--- config.mk ---
export PLATFORM = sky130hd
export DESIGN_NAME = pfcc_port_config
export DESIGN_NICKNAME = d
export VERILOG_FILES = /design/src/pfcc_pkg.sv /design/src/pfcc_port_config.sv
export SDC_FILE = /design/constraint.sdc
export NUM_CORES = 1
export LEC_CHECK = 0
export ABC_AREA = 0
export BUFFER_PORTS_ARGS = -buffer_cell sky130_fd_sc_hd__buf_2
export CAP_MARGIN = 25
export CORE_MARGIN = 2
export CORE_UTILIZATION = 35
export DETAILED_ROUTE_END_ITERATION = 6
export PLACE_DENSITY = 0.63
export SYNTH_ARGS = -nofsm -noshare
export SYNTH_HDL_FRONTEND = slang
export SYNTH_SLANG_ARGS = --single-unit
--- constraint.sdc ---
create_clock -name ref_clk -period 16.9 [get_ports ref_clk]
set_input_delay 1.69 -clock ref_clk [delete_from_list [all_inputs] [get_ports ref_clk]]
set_output_delay 1.69 -clock ref_clk [all_outputs]
set_load 0.01 [all_outputs]
--- src/pfcc_pkg.sv ---
`default_nettype none
package pfcc_pkg;
	localparam int          IDX_W       = 11;
	localparam int          REG_W       = 16;
	localparam int          FM_W        = 6;
	// Register indexes; the byte address is four times the index.
	localparam logic [7:0]  IDX_MODE    = 8'h42;
	localparam logic [7:0]  IDX_PINCLK  = 8'h44;
	localparam logic [7:0]  IDX_LBALARM = 8'h46;
	localparam logic [7:0]  IDX_STATUS  = 8'h50;
	localparam logic [15:0] RST_PINCLK  = 16'h0000;
	localparam logic [15:0] RST_LBALARM = 16'h0000;
	localparam logic [5:0]  RST_MODE    = 6'h00;
	localparam logic [15:0] PINCLK_MASK = 16'h3FFF;
	localparam logic [15:0] LBALARM_MSK = 16'h0FFF;
	// Field positions of the pin and clock control register.
	localparam int B_RXCLK = 13;
	localparam int B_RXFRM = 12;
	localparam int B_RXFPE = 11;
	localparam int B_TXCLK = 10;
	localparam int B_TXFRM = 9;
	localparam int B_TXFPE = 8;
	localparam int B_REFHI = 7;
	localparam int B_REFLO = 6;
	localparam int B_REFLOC = 5;
	localparam int B_LOOP_TIMING_ENABLE = 4;
	localparam int B_CLADIS = 3;
	localparam int B_RX_FRAMER_TIMING_REF = 2;
	localparam int B_TX_FRAMER_TIMING_REF = 1;
	localparam int B_TX_LINE_TIMING_REF = 0;
	// Field positions of the loopback and alarm select register.
	localparam int B_SBLB = 11;
	localparam int B_LBHI = 10;
	localparam int B_LBLO = 8;
	localparam int B_ALBHI = 7;
	localparam int B_ALBLO = 4;
	localparam int B_ALAHI = 3;
	localparam int B_ALALO = 0;
	localparam logic [2:0] LC_UNI = 3'h4;
	localparam logic [2:0] LC_ALL = 3'h7;
	localparam logic [2:0] LC_NONE = 3'h0;
	typedef enum logic [1:0] {FAM_DS3 = 2'b00, FAM_E3 = 2'b01, FAM_STS1 = 2'b10} pfcc_family_e;
	typedef enum logic [2:0] {
		SUB_BASIC = 3'b000, SUB_OHM = 3'b001, SUB_INT_FRAC = 3'b010, SUB_EXT_FRAC = 3'b011,
		SUB_PLCP = 3'b100, SUB_PLCP_OHM = 3'b101, SUB_FLEX_FRAC = 3'b110, SUB_OHM_OCTET = 3'b111
	} pfcc_sub_e;
	typedef enum logic [1:0] {TXS_CLKIN = 2'b00, TXS_RXLINE = 2'b01, TXS_CLOCK_ADAPTER = 2'b10} pfcc_txsrc_e;
	typedef struct packed {
		logic         reserved;
		logic         cell_only;
		logic         overhead_mask_variant;
		logic         clear_channel;
		pfcc_family_e family;
		pfcc_sub_e    sub;
		logic [2:0]   line_codes;
	} pfcc_mode_s;
	localparam int MODE_W = 12;
endpackage : pfcc_pkg
`default_nettype wire

--- src/pfcc_port_config.sv ---
// The Wishbone register port was decided locally.
`timescale 1ns/1ps
`default_nettype none
module pfcc_port_config #(
	parameter int NUM_PORTS = 4
) (
	input  wire logic                   ref_clk,
	input  wire logic                   rst,
	input  wire logic                   wb_cyc_i,
	input  wire logic                   wb_stb_i,
	input  wire logic                   wb_we_i,
	input  wire logic [12:0]            wb_adr_i,
	input  wire logic [3:0]             wb_sel_i,
	input  wire logic [31:0]            wb_dat_i,
	output logic      [31:0]            wb_dat_o,
	output logic                        wb_ack_o,
	input  wire logic [NUM_PORTS-1:0]   rx_output_clock,
	input  wire logic [NUM_PORTS-1:0]   rx_gapped_clock,
	input  wire logic [NUM_PORTS-1:0]   rx_plcp_overhead_clock,
	input  wire logic [NUM_PORTS-1:0]   tx_output_clock,
	input  wire logic [NUM_PORTS-1:0]   tx_gapped_clock,
	input  wire logic [NUM_PORTS-1:0]   tx_plcp_overhead_clock,
	input  wire logic [NUM_PORTS-1:0]   rx_start_of_frame_out,
	input  wire logic [NUM_PORTS-1:0]   rx_data_enable_out,
	input  wire logic [NUM_PORTS-1:0]   tx_start_of_frame_out,
	input  wire logic [NUM_PORTS-1:0]   tx_data_enable_out,
	input  wire logic [NUM_PORTS-1:0]   rx_plcp_ref8k,
	input  wire logic [NUM_PORTS-1:0]   rx_line_clock_pin,
	input  wire logic [NUM_PORTS-1:0]   tx_framer_ref8k,
	input  wire logic [NUM_PORTS-1:0]   tx_clock_input_pin,
	input  wire logic [NUM_PORTS-1:0]   clock_adapter_clock,
	input  wire logic                   global_ref8k,
	output logic [NUM_PORTS-1:0]        rx_clock_pin_o,
	output logic [NUM_PORTS-1:0]        rx_frame_pin_o,
	output logic [NUM_PORTS-1:0]        tx_clock_pin_o,
	output logic [NUM_PORTS-1:0]        tx_frame_pin_o,
	output logic [NUM_PORTS-1:0]        rx_fractional_port_enable,
	output logic [NUM_PORTS-1:0]        tx_fractional_port_enable,
	output logic [NUM_PORTS-1:0]        port_ref8k_o,
	output logic [NUM_PORTS-1:0]        timing_ref8k_o,
	output logic [NUM_PORTS-1:0]        tx_internal_clock_o,
	output logic [NUM_PORTS*2-1:0]      tx_clock_source_o,
	output logic [NUM_PORTS-1:0]        rx_framer_timing_ref,
	output logic [NUM_PORTS-1:0]        tx_framer_timing_ref,
	output logic [NUM_PORTS-1:0]        tx_line_timing_ref,
	output logic [NUM_PORTS-1:0]        system_bus_loopback,
	output logic [NUM_PORTS*3-1:0]      loopback_code,
	output logic [NUM_PORTS*4-1:0]      alarm_out_select_a,
	output logic [NUM_PORTS*4-1:0]      alarm_out_select_b,
	output logic [NUM_PORTS*12-1:0]     port_mode_o
);

	typedef struct packed {
		logic                                  ack;
		logic [31:0]                           dat;
		logic [NUM_PORTS-1:0][5:0]             fm;
		logic [NUM_PORTS-1:0][15:0]            pinclk;
		logic [NUM_PORTS-1:0][15:0]            lbalarm;
		logic [NUM_PORTS-1:0][11:0]            mode;
		logic [NUM_PORTS-1:0]                  rx_clk_pin;
		logic [NUM_PORTS-1:0]                  rx_frm_pin;
		logic [NUM_PORTS-1:0]                  tx_clk_pin;
		logic [NUM_PORTS-1:0]                  tx_frm_pin;
		logic [NUM_PORTS-1:0]                  port_ref;
		logic [NUM_PORTS-1:0]                  timing_ref;
		logic [NUM_PORTS-1:0]                  tx_clk;
		logic [NUM_PORTS-1:0][1:0]             tx_src;
	} pfcc_state_s;

	pfcc_state_s state_r;
	pfcc_state_s state_nxt;

	logic [10:0] idx;
	logic [1:0]  sel_port;
	logic        req;
	logic        hit;

	function automatic logic [15:0] lane_merge(input logic [15:0] old_v, input logic [15:0] new_v,
		input logic [1:0] sel);
		lane_merge = {sel[1] ? new_v[15:8] : old_v[15:8], sel[0] ? new_v[7:0] : old_v[7:0]};
	endfunction : lane_merge

	function automatic pfcc_pkg::pfcc_mode_s decode_mode(input logic [5:0] fm);
		pfcc_pkg::pfcc_mode_s m;
		m = '0;
		m.clear_channel = fm[5];
		if (!fm[5]) begin
			m.family = fm[4] ? pfcc_pkg::FAM_E3 : pfcc_pkg::FAM_DS3;
			m.sub = pfcc_pkg::pfcc_sub_e'(fm[2:0]);
			m.reserved = (fm[2:0] == 3'h7) || (fm[4:3] == 2'h3 && fm[2:1] == 2'h2);
		end else begin
			m.family = fm[4] ? pfcc_pkg::FAM_E3
				: (fm[3] ? pfcc_pkg::FAM_STS1 : pfcc_pkg::FAM_DS3);
			m.reserved = fm[2];
			m.sub = (fm[1:0] == 2'h1) ? pfcc_pkg::SUB_OHM
				: ((fm[1:0] == 2'h3) ? pfcc_pkg::SUB_OHM_OCTET : pfcc_pkg::SUB_BASIC);
		end
		m.overhead_mask_variant = (m.sub == pfcc_pkg::SUB_OHM) ||
			(m.sub == pfcc_pkg::SUB_PLCP_OHM) || (m.sub == pfcc_pkg::SUB_OHM_OCTET);
		m.cell_only = (m.sub == pfcc_pkg::SUB_PLCP) || (m.sub == pfcc_pkg::SUB_PLCP_OHM);
		m.line_codes = m.reserved ? pfcc_pkg::LC_NONE
			: (m.overhead_mask_variant ? pfcc_pkg::LC_UNI : pfcc_pkg::LC_ALL);
		return m;
	endfunction : decode_mode

	assign idx      = wb_adr_i[12:2];
	assign sel_port = idx[10:9];
	assign req      = wb_cyc_i && wb_stb_i && !state_r.ack;
	assign hit      = (!idx[8]) && (32'(sel_port) < NUM_PORTS);

	always_comb begin
		pfcc_pkg::pfcc_mode_s m;
		logic [15:0] pc;
		logic [15:0] lb;
		logic        lb_on;
		m = '0;
		pc = '0;
		lb = '0;
		lb_on = 1'b0;
		state_nxt = state_r;
		state_nxt.ack = req;
		if (req) begin
			state_nxt.dat = '0;
			if (hit) begin
				case (idx[7:0])
					pfcc_pkg::IDX_MODE: begin
						state_nxt.dat[5:0] = state_r.fm[sel_port];
						if (wb_we_i && wb_sel_i[0]) begin
							state_nxt.fm[sel_port] = wb_dat_i[5:0];
						end
					end
					pfcc_pkg::IDX_PINCLK: begin
						state_nxt.dat[15:0] = state_r.pinclk[sel_port];
						if (wb_we_i) begin
							state_nxt.pinclk[sel_port] = lane_merge(state_r.pinclk[sel_port],
								wb_dat_i[15:0], wb_sel_i[1:0]) & pfcc_pkg::PINCLK_MASK;
						end
					end
					pfcc_pkg::IDX_LBALARM: begin
						state_nxt.dat[15:0] = state_r.lbalarm[sel_port];
						if (wb_we_i) begin
							state_nxt.lbalarm[sel_port] = lane_merge(state_r.lbalarm[sel_port],
								wb_dat_i[15:0], wb_sel_i[1:0]) & pfcc_pkg::LBALARM_MSK;
						end
					end
					pfcc_pkg::IDX_STATUS: begin
						state_nxt.dat[11:0] = state_r.mode[sel_port];
					end
					default: begin
						state_nxt.dat = '0;
					end
				endcase
			end
		end
		for (int p = 0; p < NUM_PORTS; p++) begin
			m = decode_mode(state_r.fm[p]);
			pc = state_r.pinclk[p];
			lb = state_r.lbalarm[p];
			state_nxt.mode[p] = m;
			if (pc[pfcc_pkg::B_RXCLK]) begin
				state_nxt.rx_clk_pin[p] = rx_output_clock[p];
			end else if (m.cell_only) begin
				state_nxt.rx_clk_pin[p] = rx_plcp_overhead_clock[p];
			end else if (m.sub != pfcc_pkg::SUB_BASIC) begin
				state_nxt.rx_clk_pin[p] = rx_gapped_clock[p];
			end else begin
				state_nxt.rx_clk_pin[p] = 1'b0;
			end
			state_nxt.rx_frm_pin[p] = pc[pfcc_pkg::B_RXFRM] ? rx_start_of_frame_out[p]
				: rx_data_enable_out[p];
			if (pc[pfcc_pkg::B_TXCLK]) begin
				state_nxt.tx_clk_pin[p] = tx_output_clock[p];
			end else begin
				state_nxt.tx_clk_pin[p] = m.cell_only ? tx_plcp_overhead_clock[p]
					: tx_gapped_clock[p];
			end
			state_nxt.tx_frm_pin[p] = pc[pfcc_pkg::B_TXFRM] ? tx_start_of_frame_out[p]
				: tx_data_enable_out[p];
			if (!pc[pfcc_pkg::B_REFHI]) begin
				state_nxt.port_ref[p] = rx_plcp_ref8k[p];
			end else if (!pc[pfcc_pkg::B_REFLO]) begin
				state_nxt.port_ref[p] = rx_line_clock_pin[p];
			end else begin
				state_nxt.port_ref[p] = tx_framer_ref8k[p];
			end
			state_nxt.timing_ref[p] = pc[pfcc_pkg::B_REFLOC] ? state_nxt.port_ref[p]
				: global_ref8k;
			// fixed priority: loopback, loop timing, adapter disable, adapter
			lb_on = (lb[pfcc_pkg::B_LBHI:pfcc_pkg::B_LBLO] != 3'h0);
			if (lb_on) begin
				state_nxt.tx_src[p] = pfcc_pkg::TXS_RXLINE;
			end else if (pc[pfcc_pkg::B_LOOP_TIMING_ENABLE]) begin
				state_nxt.tx_src[p] = pc[pfcc_pkg::B_CLADIS] ? pfcc_pkg::TXS_RXLINE
					: pfcc_pkg::TXS_CLOCK_ADAPTER;
			end else if (pc[pfcc_pkg::B_CLADIS]) begin
				state_nxt.tx_src[p] = pfcc_pkg::TXS_CLKIN;
			end else begin
				state_nxt.tx_src[p] = pfcc_pkg::TXS_CLOCK_ADAPTER;
			end
			case (state_nxt.tx_src[p])
				pfcc_pkg::TXS_RXLINE: begin
					state_nxt.tx_clk[p] = rx_line_clock_pin[p];
				end
				pfcc_pkg::TXS_CLOCK_ADAPTER: begin
					state_nxt.tx_clk[p] = clock_adapter_clock[p];
				end
				default: begin
					state_nxt.tx_clk[p] = tx_clock_input_pin[p];
				end
			endcase
		end
	end

	always_ff @(posedge ref_clk or posedge rst) begin
		if (rst) begin
			state_r <= '0;
			for (int p = 0; p < NUM_PORTS; p++) begin
				state_r.fm[p]      <= pfcc_pkg::RST_MODE;
				state_r.pinclk[p]  <= pfcc_pkg::RST_PINCLK;
				state_r.lbalarm[p] <= pfcc_pkg::RST_LBALARM;
			end
		end else begin
			state_r <= state_nxt;
		end
	end

	assign wb_ack_o          = state_r.ack;
	assign wb_dat_o          = state_r.dat;
	assign rx_clock_pin_o    = state_r.rx_clk_pin;
	assign rx_frame_pin_o    = state_r.rx_frm_pin;
	assign tx_clock_pin_o    = state_r.tx_clk_pin;
	assign tx_frame_pin_o    = state_r.tx_frm_pin;
	assign port_ref8k_o      = state_r.port_ref;
	assign timing_ref8k_o    = state_r.timing_ref;
	assign tx_internal_clock_o = state_r.tx_clk;
	assign tx_clock_source_o = state_r.tx_src;
	assign port_mode_o       = state_r.mode;

	genvar g;
	generate
		for (g = 0; g < NUM_PORTS; g++) begin : g_fields
			assign rx_fractional_port_enable[g] = state_r.pinclk[g][pfcc_pkg::B_RXFPE];
			assign tx_fractional_port_enable[g] = state_r.pinclk[g][pfcc_pkg::B_TXFPE];
			assign rx_framer_timing_ref[g] = state_r.pinclk[g][pfcc_pkg::B_RX_FRAMER_TIMING_REF];
			assign tx_framer_timing_ref[g] = state_r.pinclk[g][pfcc_pkg::B_TX_FRAMER_TIMING_REF];
			assign tx_line_timing_ref[g]   = state_r.pinclk[g][pfcc_pkg::B_TX_LINE_TIMING_REF];
			assign system_bus_loopback[g] = state_r.lbalarm[g][pfcc_pkg::B_SBLB];
			assign loopback_code[g*3 +: 3] = state_r.lbalarm[g][pfcc_pkg::B_LBHI:pfcc_pkg::B_LBLO];
			assign alarm_out_select_b[g*4 +: 4] =
				state_r.lbalarm[g][pfcc_pkg::B_ALBHI:pfcc_pkg::B_ALBLO];
			assign alarm_out_select_a[g*4 +: 4] =
				state_r.lbalarm[g][pfcc_pkg::B_ALAHI:pfcc_pkg::B_ALALO];
		end
	endgenerate
endmodule : pfcc_port_config
`default_nettype wire

# == Word-level counts from Yosys, hierarchy flattened ==
# Index checks and enable logic that the tools add are counted.
# word_totals
ff_bits,269
inputBits,115
output_inout_bits,185
elab_cells,241
# classes
magnitude_cmp,2
n_eq_ne,48
mux,125
bitwise_logic,1
n_reduce_logical,36
# op_table
op,count
$mux 64,4
$mux 168,1
$bwmux 64,2
$bmux 16 s2,2
$mux 2,28
$eq 3x3->1 const B,16
$mux 1,48
$mux 16,3
$mux 24,2
$mux 3,12
$demux 16 s2,1
$eq 2x2->1 const B,16
$eq 8x7->1 const B,4
$bmux 12 s2,1
$bwmux 24,1
$pmux 6 s4,1
$reduce_bool 3->1,8
$mux 5,4
$mux 6,3
$pmux 6 s3,1
$eq 2x1->1 const B,8
$logic_or 1x1->1,16
$mux 8,2
$bmux 6 s2,1
other kinds (12),27

# == Depth between registers and ports, before layout ==
# Gate-level depths: netlist of the first run.
# depth
word_depth,9
ltp_mapped,9
ltp_nobuf,6

# == Worst setup path after synthesis of the first run ==
# No wires, ideal clock.
# synth_timing
path_type,in2reg
startpoint,in wb_adr_i[4]
endpoint,reg (tool-made name)
setup_time_ns,0.129
arrival_ns,3.348
required_ns,16.771
slack_ns,13.423
cell_stages,9
n_path_buf,4
path_cell_list,buf_6 -> nand4bb_4 -> or4_4 -> buf_6 -> or4_4 -> buf_6 -> buf_6 -> nand2_1 -> o21ai_2
# synth_lines
element,line,text
from (decl),pfcc_port_config.sv:12,"input wire logic [12:0] wb_adr_i,"

==> impl_metrics.yaml, run 1 <==
run_status:
  run_status: "complete, no violations"
detailed_routing:
  wirelength_met1_um: 14700
  maxUsedRoutingLayer: "met5"
  dr.pass1.iters: 6
  route.detailed.drc: 0
  detailedRoute.firstIterationViolations: 427
  drt-vias-per-instance: 5.00
  met3_wirelength_um: 2230
  routed_wl_um: 34400
  dr_wl_met2_um: 16500
  postRouteAntennaNets: 0
  routed_wire_length_per_instance_um: 21.1
  vias: 8156
finish:
  n_fill_cell: 3413
  multi_input_gate_area_um2: 4430
  syn2layout_area_growth_pct: 11.9
  final_layout_size_suffix_gt1_share_pct: 37.5
  reg_area_um2: 6230
  final_cells: 1630
  final_common_cell: "sky130_fd_sc_hd__buf_2"
  layout.cell_area.non_filler_um2: 13700
  design.final.nets: 1276
  finish.utilization_pct: 39.8
  mostFrequentLayoutCells: "sky130_fd_sc_hd__buf_2, sky130_fd_sc_hd__dfrtp_1, sky130_fd_sc_hd__nor2_1"
synthesis:
  synthCells: 1063
  syn-cell-area_um2: 12300
  yosysSeqAreaShare_pct: 50.8
  postSynth.asyncResetShare_pct: 100
  post_synth_num_cell_types: 46
  synthFlopType: "sky130_fd_sc_hd__dfrtp_1"
  synth_top_area_share_pct: 50.8
  synth-edff-count: 0
  synth-seq-cells: 249
  synth-warning-count: 0
  synth_largest_area_cell: "sky130_fd_sc_hd__dfrtp_1"
  avgSynthCellArea_um2: 11.5
  post_synth_main_area_contributors: "sky130_fd_sc_hd__dfrtp_1, sky130_fd_sc_hd__buf_4, sky130_fd_sc_hd__mux4_2"
clocking:
  cts_max_path_buffers: 3
  cts_hold_buffers: 0
  post_cts_setup_buffer_count: 0
  clock-sinks: 249
  root_buffer_cell: "sky130_fd_sc_hd__clkbuf_16"
  post_cts.resized_instances: 0
  h-tree-depth: 1
  cts_made_buffers: 29
  tritoncts_clock_tree: "built"
  worst_skew_pair.late_latency_ns: 0.56
  clk_transition_reported_paths_ns: 0.05
sta:
  timing_hold_violations_final: 0
  final_period_minus_worst_setup_slack_ns: 3.87
  max_slew.worst_pin.slew_ns: 0.980
  max-slew-margin-rel_pct: 34.5
  totalNegativeSetupSlack_ns: 0
  fin_skew_ns: 0.0244
  fin_ws_ns: 13.03
  period_share_pct: 22.9
  setup_viol: 0
  fin_worst_hold_slack_ns: 0.439
  rsz0062_at_grt: "false"
  max_freq_mhz: 259
  drv_slew: 0
placed_design:
  gp_routability_congestion: 0.832
  numPortBuffers: 261
  pre_cts_slack_ns: 12.50
  placedCellCount: 1576
  place_hpwl_um: 25100
  placed_instance_area_um2: 12700
power:
  powerDensity_nw_per_um2: 95.4
  vdd_drop_max_v: 0.0000718
  pleak_nw: 6.82
  totalPowerFinal_mw: 1.31
grt:
  gr-usage-all-layers_pct: 18.9
  antenna_violations_before_repair: 5
  grt_pass1_wl_um: 51300
  largest_net_degree_at_the_start_of_global_routing: 135
  global_route.overflow_total: 0
  via_count_of_the_first_global_routing_pass: 8090
floorplanning:
  core.rowCount: 68
  design.core.area_um2: 34500
  initial_core_util_pct: 35.5
  design.portCount: 300
  die_area_um2: 36600
  die_y_um: 191
  die_width_um: 191
setup_path:
  worst-path-buf-inv: 1
  timing.setup.critical_path_class: "in -> reg"
  timing.critical_path.required_ns: 17.30
  end_kind: "register"
  timing.critical_path.fanout_max: 28
  path_common_cell: "sky130_fd_sc_hd__or4_4"
  critPathTopFamily: "simple AND/OR/NAND/NOR gates"
  timing.critical_path.cells: "buf_2 -> nand3b_1 -> or4_4 -> or4_4 -> nand2_1 -> o21ai_2"
  cp.arrival_ns: 4.27
  timing.critical_path.from_type: "input port"
  critical_path.slowest_cell: "sky130_fd_sc_hd__or4_4"
  critical-path-max-stage-delay_ns: 0.87
flow_run:
  cap_violations: 0
hold_path:
  hold_path.class: "reg -> reg"
synthesized netlist by cell type, drive strengths merged, types with 2 or more instances:
cell type,instances
buf,212
or4,8
and2,11
mux2,36
nand2b,10
nand2,61
dfrtp,249
nand3b,2
mux4,49
nor2,102
nor3,10
nand3,7
ha,8
mux2i,34
a21boi,4
nor2b,19
a2111o,4
a22oi,22
and3b,4
clkbuf,19
o21ai,52
inv,23
o211ai,2
a32o,6
a221oi,8
a21oi,90
layer usage:
metal | vias up | track usage [%]
met1 | 4112 | 25.8
met5 | - | 0
li1 | 3694 | -
met3 | 51 | 3.51
met4 | 4 | 5.53
met2 | 295 | 30.6
power by group:
part           internal [mW]  total (mW)  switching [mW]
Combinational         0.0234      0.0689          0.0455
Clock                  0.387       0.639           0.252
Sequential             0.600       0.602         0.00176
cell families after synthesis:
family                     count (synthesis)  synth area share (%)
buffers and inverters                    254                  14.0
DFF                                      249                  50.8
and+or+nand+nor                          243                  9.99
AOI/OAI and AO/OA                        189                  9.36
muxes                                    119                  15.1
adders and majority gates                  8                 0.816
other                                      1                0.0306
layout make-up:
| class | count | area share, % |
|---|---|---|
| multi-input cells | 575 | 32.3 |
| clock buffers | 35 | 5.67 |
| diodes | 3 | 0.0547 |
| repair buffers | 275 | 10.4 |
| inverters | 23 | 0.683 |
| well taps | 455 | 4.14 |
| flip-flops and latches | 249 | 45.4 |
| clock inverters | 15 | 1.39 |
worst paths after layout:
| check | startpoint | slack [ns] | cells past startpoint | end |
|---|---|---|---|---|
| worst min register to register | register | 0.44 | 0 | port_mode_o[42]$_DFF_PP0_ |
| min in group asynchronous | rst | 1.04 | 2 | rx_frame_pin_o[2]$_DFF_PP0_ |
| worst max-delay path | wb_stb_i | 13.03 | 6 | register |
| worst min-delay path | register | 0.44 | 0 | port_mode_o[42]$_DFF_PP0_ |
| max in group asynchronous | rst | 13.47 | 5 | port_ref8k_o[2]$_DFF_PP0_ |
| worst max register to register | wb_ack_o$_DFF_PP0_ | 13.71 | 5 | register |
worst register-to-register path, cell delays in order, from the launching register on:
cell and delay (ns):
sky130_fd_sc_hd__dfrtp_1 0.43, sky130_fd_sc_hd__nand3b_1 0.77, sky130_fd_sc_hd__or4_4 0.88, sky130_fd_sc_hd__or4_4 0.74
sky130_fd_sc_hd__nand2_1 0.17, sky130_fd_sc_hd__o21ai_2 0.06
Power figures use the tool's default switching activity.
==> inputs of run 2 (changes only) <==
==> constraint.sdc (replaced) <==
create_clock -name ref_clk -period 3.85 [get_ports ref_clk]
set_input_delay 0.385 -clock ref_clk [delete_from_list [all_inputs] [get_ports ref_clk]]
set_output_delay 0.385 -clock ref_clk [all_outputs]
set_load 0.01 [all_outputs]
==> run 2 against run 1 <==
Effect of this change: non-clock buffer count is 5 higher; final area grew 1.3%; register-to-register slack lost 12 ns; via count up 0.70%; global-route usage about the same; clock skew about the same; critical path depth is the same; first-iteration DRC count rose by 2.1%; clock power increased to 4.8 times the previous value; sequential share of layout area down 0.56 points; worst hold slack lost 0.40 ns; total power rose to 4.6 times the previous value; largest cell class unchanged.
==> impl_metrics.yaml, run 2 (same netlist as run 1, synthesis figures left out) <==
clocking:
  clk_transition_reported_paths_ns: 0.06
  post_cts.resized_instances: 0
  clock-sinks: 249
  worst_skew_pair.late_latency_ns: 0.56
  cts_made_buffers: 29
  cts_max_path_buffers: 3
  h-tree-depth: 1
  root_buffer_cell: "sky130_fd_sc_hd__clkbuf_16"
  tritoncts_clock_tree: "built"
placed_design:
  numPortBuffers: 261
  gp_routability_congestion: 0.852
  placedCellCount: 1581
  place_hpwl_um: 25500
sta:
  timing_hold_violations_final: 0
  drv_slew: 0
  final_period_minus_worst_setup_slack_ns: 2.51
  rsz0062_at_grt: "false"
  period_share_pct: 65.1
  max-slew-margin-rel_pct: 39.9
  totalNegativeSetupSlack_ns: 0
  setup_viol: 0
  fin_skew_ns: 0.0249
  fin_worst_hold_slack_ns: 0.0388
  max_slew.worst_pin.slew_ns: 0.899
  max_freq_mhz: 399
detailed_routing:
  routed_wl_um: 34800
  dr.pass1.iters: 5
  drt-vias-per-instance: 5.00
  postRouteAntennaNets: 0
  vias: 8213
  route.detailed.drc: 0
  routed_wire_length_per_instance_um: 21.2
  detailedRoute.firstIterationViolations: 436
finish:
  final_common_cell: "sky130_fd_sc_hd__buf_2"
  finish.utilization_pct: 40.3
  design.final.nets: 1281
  final_layout_size_suffix_gt1_share_pct: 37.5
  syn2layout_area_growth_pct: 13.3
  mostFrequentLayoutCells: "sky130_fd_sc_hd__buf_2, sky130_fd_sc_hd__dfrtp_1, sky130_fd_sc_hd__nor2_1"
  n_fill_cell: 3380
  final_cells: 1641
floorplanning:
  core.rowCount: 68
  design.portCount: 300
  design.core.area_um2: 34500
  die_width_um: 191
  die_area_um2: 36600
  initial_core_util_pct: 35.5
  die_y_um: 191
flow_run:
  cap_violations: 0
grt:
  gr-usage-all-layers_pct: 18.9
  grt_pass1_wl_um: 51500
  via_count_of_the_first_global_routing_pass: 8341
  antenna_violations_before_repair: 6
  global_route.overflow_total: 0
  largest_net_degree_at_the_start_of_global_routing: 108
power:
  pleak_nw: 6.90
  totalPowerFinal_mw: 5.99
  powerDensity_nw_per_um2: 431
  vdd_drop_max_v: 0.000318
setup_path:
  timing.critical_path.fanout_max: 28
  timing.critical_path.cells: "nand3b_1 -> buf_4 -> or4_4 -> or4_4 -> nand2_1 -> o21ai_2"
  end_kind: "register"
  critical_path.slowest_cell: "sky130_fd_sc_hd__or4_4"
  path_common_cell: "sky130_fd_sc_hd__or4_4"
  timing.critical_path.required_ns: 4.27
  timing.setup.critical_path_class: "reg -> reg"
  cp.arrival_ns: 2.92
  timing.critical_path.from_type: "register"
  critical-path-max-stage-delay_ns: 0.73
run_status:
  run_status: "complete, no violations"
hold_path:
  hold_path.class: "in -> reg"
run 2: changes by cell type in the layout (fill, tap and decap cells not counted), moves of 2 or more:
| cell | previous run | this run |
|---|---|---|
| sky130_fd_sc_hd__clkbuf_1 | 3 | 7 |
| sky130_fd_sc_hd__bufinv_16 | 4 | 6 |
| sky130_fd_sc_hd__clkbuf_8 | 3 | 6 |
| sky130_fd_sc_hd__clkinv_2 | 6 | 2 |
| sky130_fd_sc_hd__diode_2 | 3 | 5 |
| sky130_fd_sc_hd__buf_12 | 0 | 4 |
run 2: worst max-delay path, delay by kind of cell (launching register included):
kind                   cells  cell delay [ns]
DFF                        1             0.37
and+or+nand+nor            4             1.67
AOI/OAI and AO/OA          1             0.06
buffers and inverters      1             0.22
run 2: where the power goes:
part / internal (mW) / total (mW) / switching [mW]
combinational: 0.109 / 0.310 / 0.201
clock: 1.91 / 3.04 / 1.13
sequential: 2.64 / 2.64 / 0.00758
total: 4.66 / 5.99 / 1.34
run 2: layout make-up:
class / count / area [um2] / area share (%)
Sequential cell: 249 / 6230 / 44.8
Multi-Input combinational cell: 575 / 4430 / 31.9
Timing Repair Buffer: 280 / 1500 / 10.8
Clock buffer: 42 / 835 / 6.00
Tap cell: 455 / 569 / 4.09
Clock inverter: 12 / 236 / 1.70
Inverter: 23 / 90.1 / 0.648
Antenna cell: 5 / 12.5 / 0.0900
run 2: layer usage:
metal	track usage, %	part of all wire [%]	up-vias
met2	30.4	47	290
met1	25.1	43	4144
met5	0	0.032	-
li1	-	-	3718
met3	4.44	7.3	59
met4	5.89	3.1	2
run 2: what timing repair did:
item / CTS / global route
setup buffers: 0 / 0
endpoints found under the setup margin: 0 / 0
hold endpoints to repair: 11 / 0
hold buffers: 1 / 0
run 2: path summary, 6_finish.rpt:
check / cells after the start / slack [ns] / startpoint / end
worst min-delay path: 3 / 0.04 / tx_output_clock[1] / tx_clock_pin_o[1]$_DFF_PP0_
worst min register to register: 0 / 0.44 / register / port_mode_o[18]$_DFF_PP0_
max in group asynchronous: 4 / 2.55 / rst / asynchronous set/reset pin
min in group asynchronous: 3 / 0.36 / rst / rx_frame_pin_o[2]$_DFF_PP0_
worst max register to register: 6 / 1.34 / wb_ack_o$_DFF_PP0_ / register
worst max-delay path: 6 / 1.34 / wb_ack_o$_DFF_PP0_ / register
run 2: metrics by stage:
step                worst slack, ns  cell area, um2
finish                         1.34           13900
detailed placement             1.24           12800
floorplan                     0.191           12300
CTS                            1.33           13900
global route                   1.24           13900
global placement               1.25           12800
==> inputs of run 3 (changes only) <==
--- a/config.mk
+++ b/config.mk
@@ -11,7 +11,7 @@
 export CORE_MARGIN = 2
 export CORE_UTILIZATION = 35
 export DETAILED_ROUTE_END_ITERATION = 6
-export PLACE_DENSITY = 0.63
+export PLACE_DENSITY = 0.65
 export SYNTH_ARGS = -nofsm -noshare
 export SYNTH_HDL_FRONTEND = slang
 export SYNTH_SLANG_ARGS = --single-unit
==> constraint.sdc (replaced) <==
create_clock -name ref_clk -period 2.2 [get_ports ref_clk]
set_input_delay 0.22 -clock ref_clk [delete_from_list [all_inputs] [get_ports ref_clk]]
set_output_delay 0.22 -clock ref_clk [all_outputs]
set_load 0.01 [all_outputs]
==> run 3 against run 2 <==
Effect of this change: wire length increased by 0.44%; die area unchanged; register-to-register slack got worse by 1.3 ns; global-route usage increased by 0.18 points; critical path depth decreased by 1; total power increased by 69%; sequential cell count unchanged; maximum frequency increased by 18%; worst hold slack got worse by 0.0059 ns; combinational power increased by 120%.
==> impl_metrics.yaml, run 3 (same netlist as run 1, synthesis figures left out) <==
setup_path:
  end_kind: "register"
  timing.setup.critical_path_class: "reg -> reg"
  reg2reg_setup_slack_ns: 0.08
  cp.arrival_ns: 2.54
  timing.critical_path.from_type: "register"
  reg2reg_depth: 5
  timing.critical_path.required_ns: 2.62
  rr_endpoint: "tx_internal_clock_o[1]$_DFF_PP0_"
  timing.critical_path.fanout_max: 4
floorplanning:
  core.rowCount: 68
  die_area_um2: 36600
  die_y_um: 191
  die_width_um: 191
  design.core.area_um2: 34500
  initial_core_util_pct: 35.5
  design.portCount: 300
finish:
  design.final.nets: 1371
  final_layout_size_suffix_gt1_share_pct: 39.5
  syn2layout_area_growth_pct: 20.4
  final_common_cell: "sky130_fd_sc_hd__buf_2"
  mostFrequentLayoutCells: "sky130_fd_sc_hd__buf_2, sky130_fd_sc_hd__dfrtp_1, sky130_fd_sc_hd__nor2_1"
  n_fill_cell: 3281
  multi_input_gate_area_um2: 4460
  reg_area_um2: 6230
power:
  powerDensity_nw_per_um2: 685
  pleak_nw: 7.31
  totalPowerFinal_mw: 10.1
  vdd_drop_max_v: 0.000553
hold_path:
  min-delay-start: "wb_dat_i[2]"
  hold_path_cell_cnt: 2
  hold_path.class: "in -> reg"
detailed_routing:
  dr.pass1.iters: 4
  drt-vias-per-instance: 4.93
  routed_wl_um: 35000
  met3_wirelength_um: 2680
  route.detailed.drc: 0
  wirelength_met1_um: 14900
  detailedRoute.firstIterationViolations: 432
  postRouteAntennaNets: 0
  vias: 8512
  maxUsedRoutingLayer: "met4"
  dr_wl_met2_um: 16200
  routed_wire_length_per_instance_um: 20.2
clocking:
  post_cts_setup_buffer_count: 0
  h-tree-depth: 1
  cts_max_path_buffers: 3
  root_buffer_cell: "sky130_fd_sc_hd__clkbuf_16"
  clk_transition_reported_paths_ns: 0.06
  worst_skew_pair.late_latency_ns: 0.54
  cts_made_buffers: 29
  clock-sinks: 249
  tritoncts_clock_tree: "built"
sta:
  final_period_minus_worst_setup_slack_ns: 2.12
  fin_skew_ns: 0.0102
  fin_ws_ns: 0.0826
  setup_viol: 0
  drv_slew: 0
  rsz0062_at_grt: "false"
  timing_hold_violations_final: 0
  period_share_pct: 96.2
  fin_worst_hold_slack_ns: 0.0329
  totalNegativeSetupSlack_ns: 0
  max_slew.worst_pin.slew_ns: 0.539
  max-slew-margin-rel_pct: 64.1
  max_freq_mhz: 472
run_status:
  run_status: "complete, no violations"
placed_design:
  numPortBuffers: 261
  pre_cts_slack_ns: 0.0607
  place_hpwl_um: 26500
  gp_routability_congestion: 0.833
grt:
  largest_net_degree_at_the_start_of_global_routing: 46
  grt_pass1_wl_um: 52100
  via_count_of_the_first_global_routing_pass: 8621
  antenna_violations_before_repair: 3
  gr-usage-all-layers_pct: 19.0
  global_route.overflow_total: 0
flow_run:
  cap_violations: 0
## run 3: power by group
part | internal [mW] | leakage, nW | switching (mW)
Sequential | 4.61 | 3.36 | 0.0131
Combinational | 0.292 | 3.48 | 0.378
Clock | 2.86 | 0.476 | 1.96
Total | 7.76 | 7.31 | 2.35
## run 3: how the worst max path moves through the flow
stage                            start                                to  slack [ns]  cells after the start
after floorplan                    rst        asynchronous set/reset pin       -1.29                      1
after global placement    wb_adr_i[11]           wb_dat_o[2]$_DFFE_PP0N_        0.07                      6
after detailed placement  wb_adr_i[11]           wb_dat_o[2]$_DFFE_PP0N_        0.06                      6
after CTS                     register  tx_internal_clock_o[1]$_DFF_PP0_        0.05                      5
after global routing          register  tx_internal_clock_o[0]$_DFF_PP0_      0.0006                      5
final                         register  tx_internal_clock_o[1]$_DFF_PP0_        0.08                      5
## run 3: per-stage QoR
stage	util [%]	cells	instance area, um2
3_3_place_gp	38.5	1627	13300
6_report	42.8	1728	14800
2_1_floorplan	-	1078	12300
3_5_place_dp	38.5	1627	13300
4_1_cts	42.7	1725	14700
5_1_grt	42.8	1727	14800
## run 3: final cells by class
class | instances | area share (%)
Sequential cell | 249 | 42.2
Multi-Input combinational cell | 575 | 30.2
Timing Repair Buffer | 370 | 16.6
Clock buffer | 36 | 5.49
Tap cell | 455 | 3.85
Clock inverter | 17 | 1.08
Inverter | 23 | 0.610
Antenna cell | 3 | 0.0508
## run 3: repair_timing
action | CTS | global route
hold buffers | 45 | 0
endpoints found under the setup margin | 0 | 10
hold endpoints to repair | 39 | 0
resized for setup | 0 | 10
## run 3: routing by layer
metal	vias to the layer above	global-route usage, %
met2	314	29.6
met5	-	0
met1	4246	26.0
li1	3889	-
met3	63	4.33
met4	0	7.22
## run 3: worst max-delay path: stages, from the launching register on
cell	delay, ns
sky130_fd_sc_hd__dfrtp_1	0.42
sky130_fd_sc_hd__or4_4	0.56
sky130_fd_sc_hd__ha_1	0.34
sky130_fd_sc_hd__nand2_1	0.07
sky130_fd_sc_hd__o21ai_0	0.07
sky130_fd_sc_hd__dlygate4sd3_1	0.55
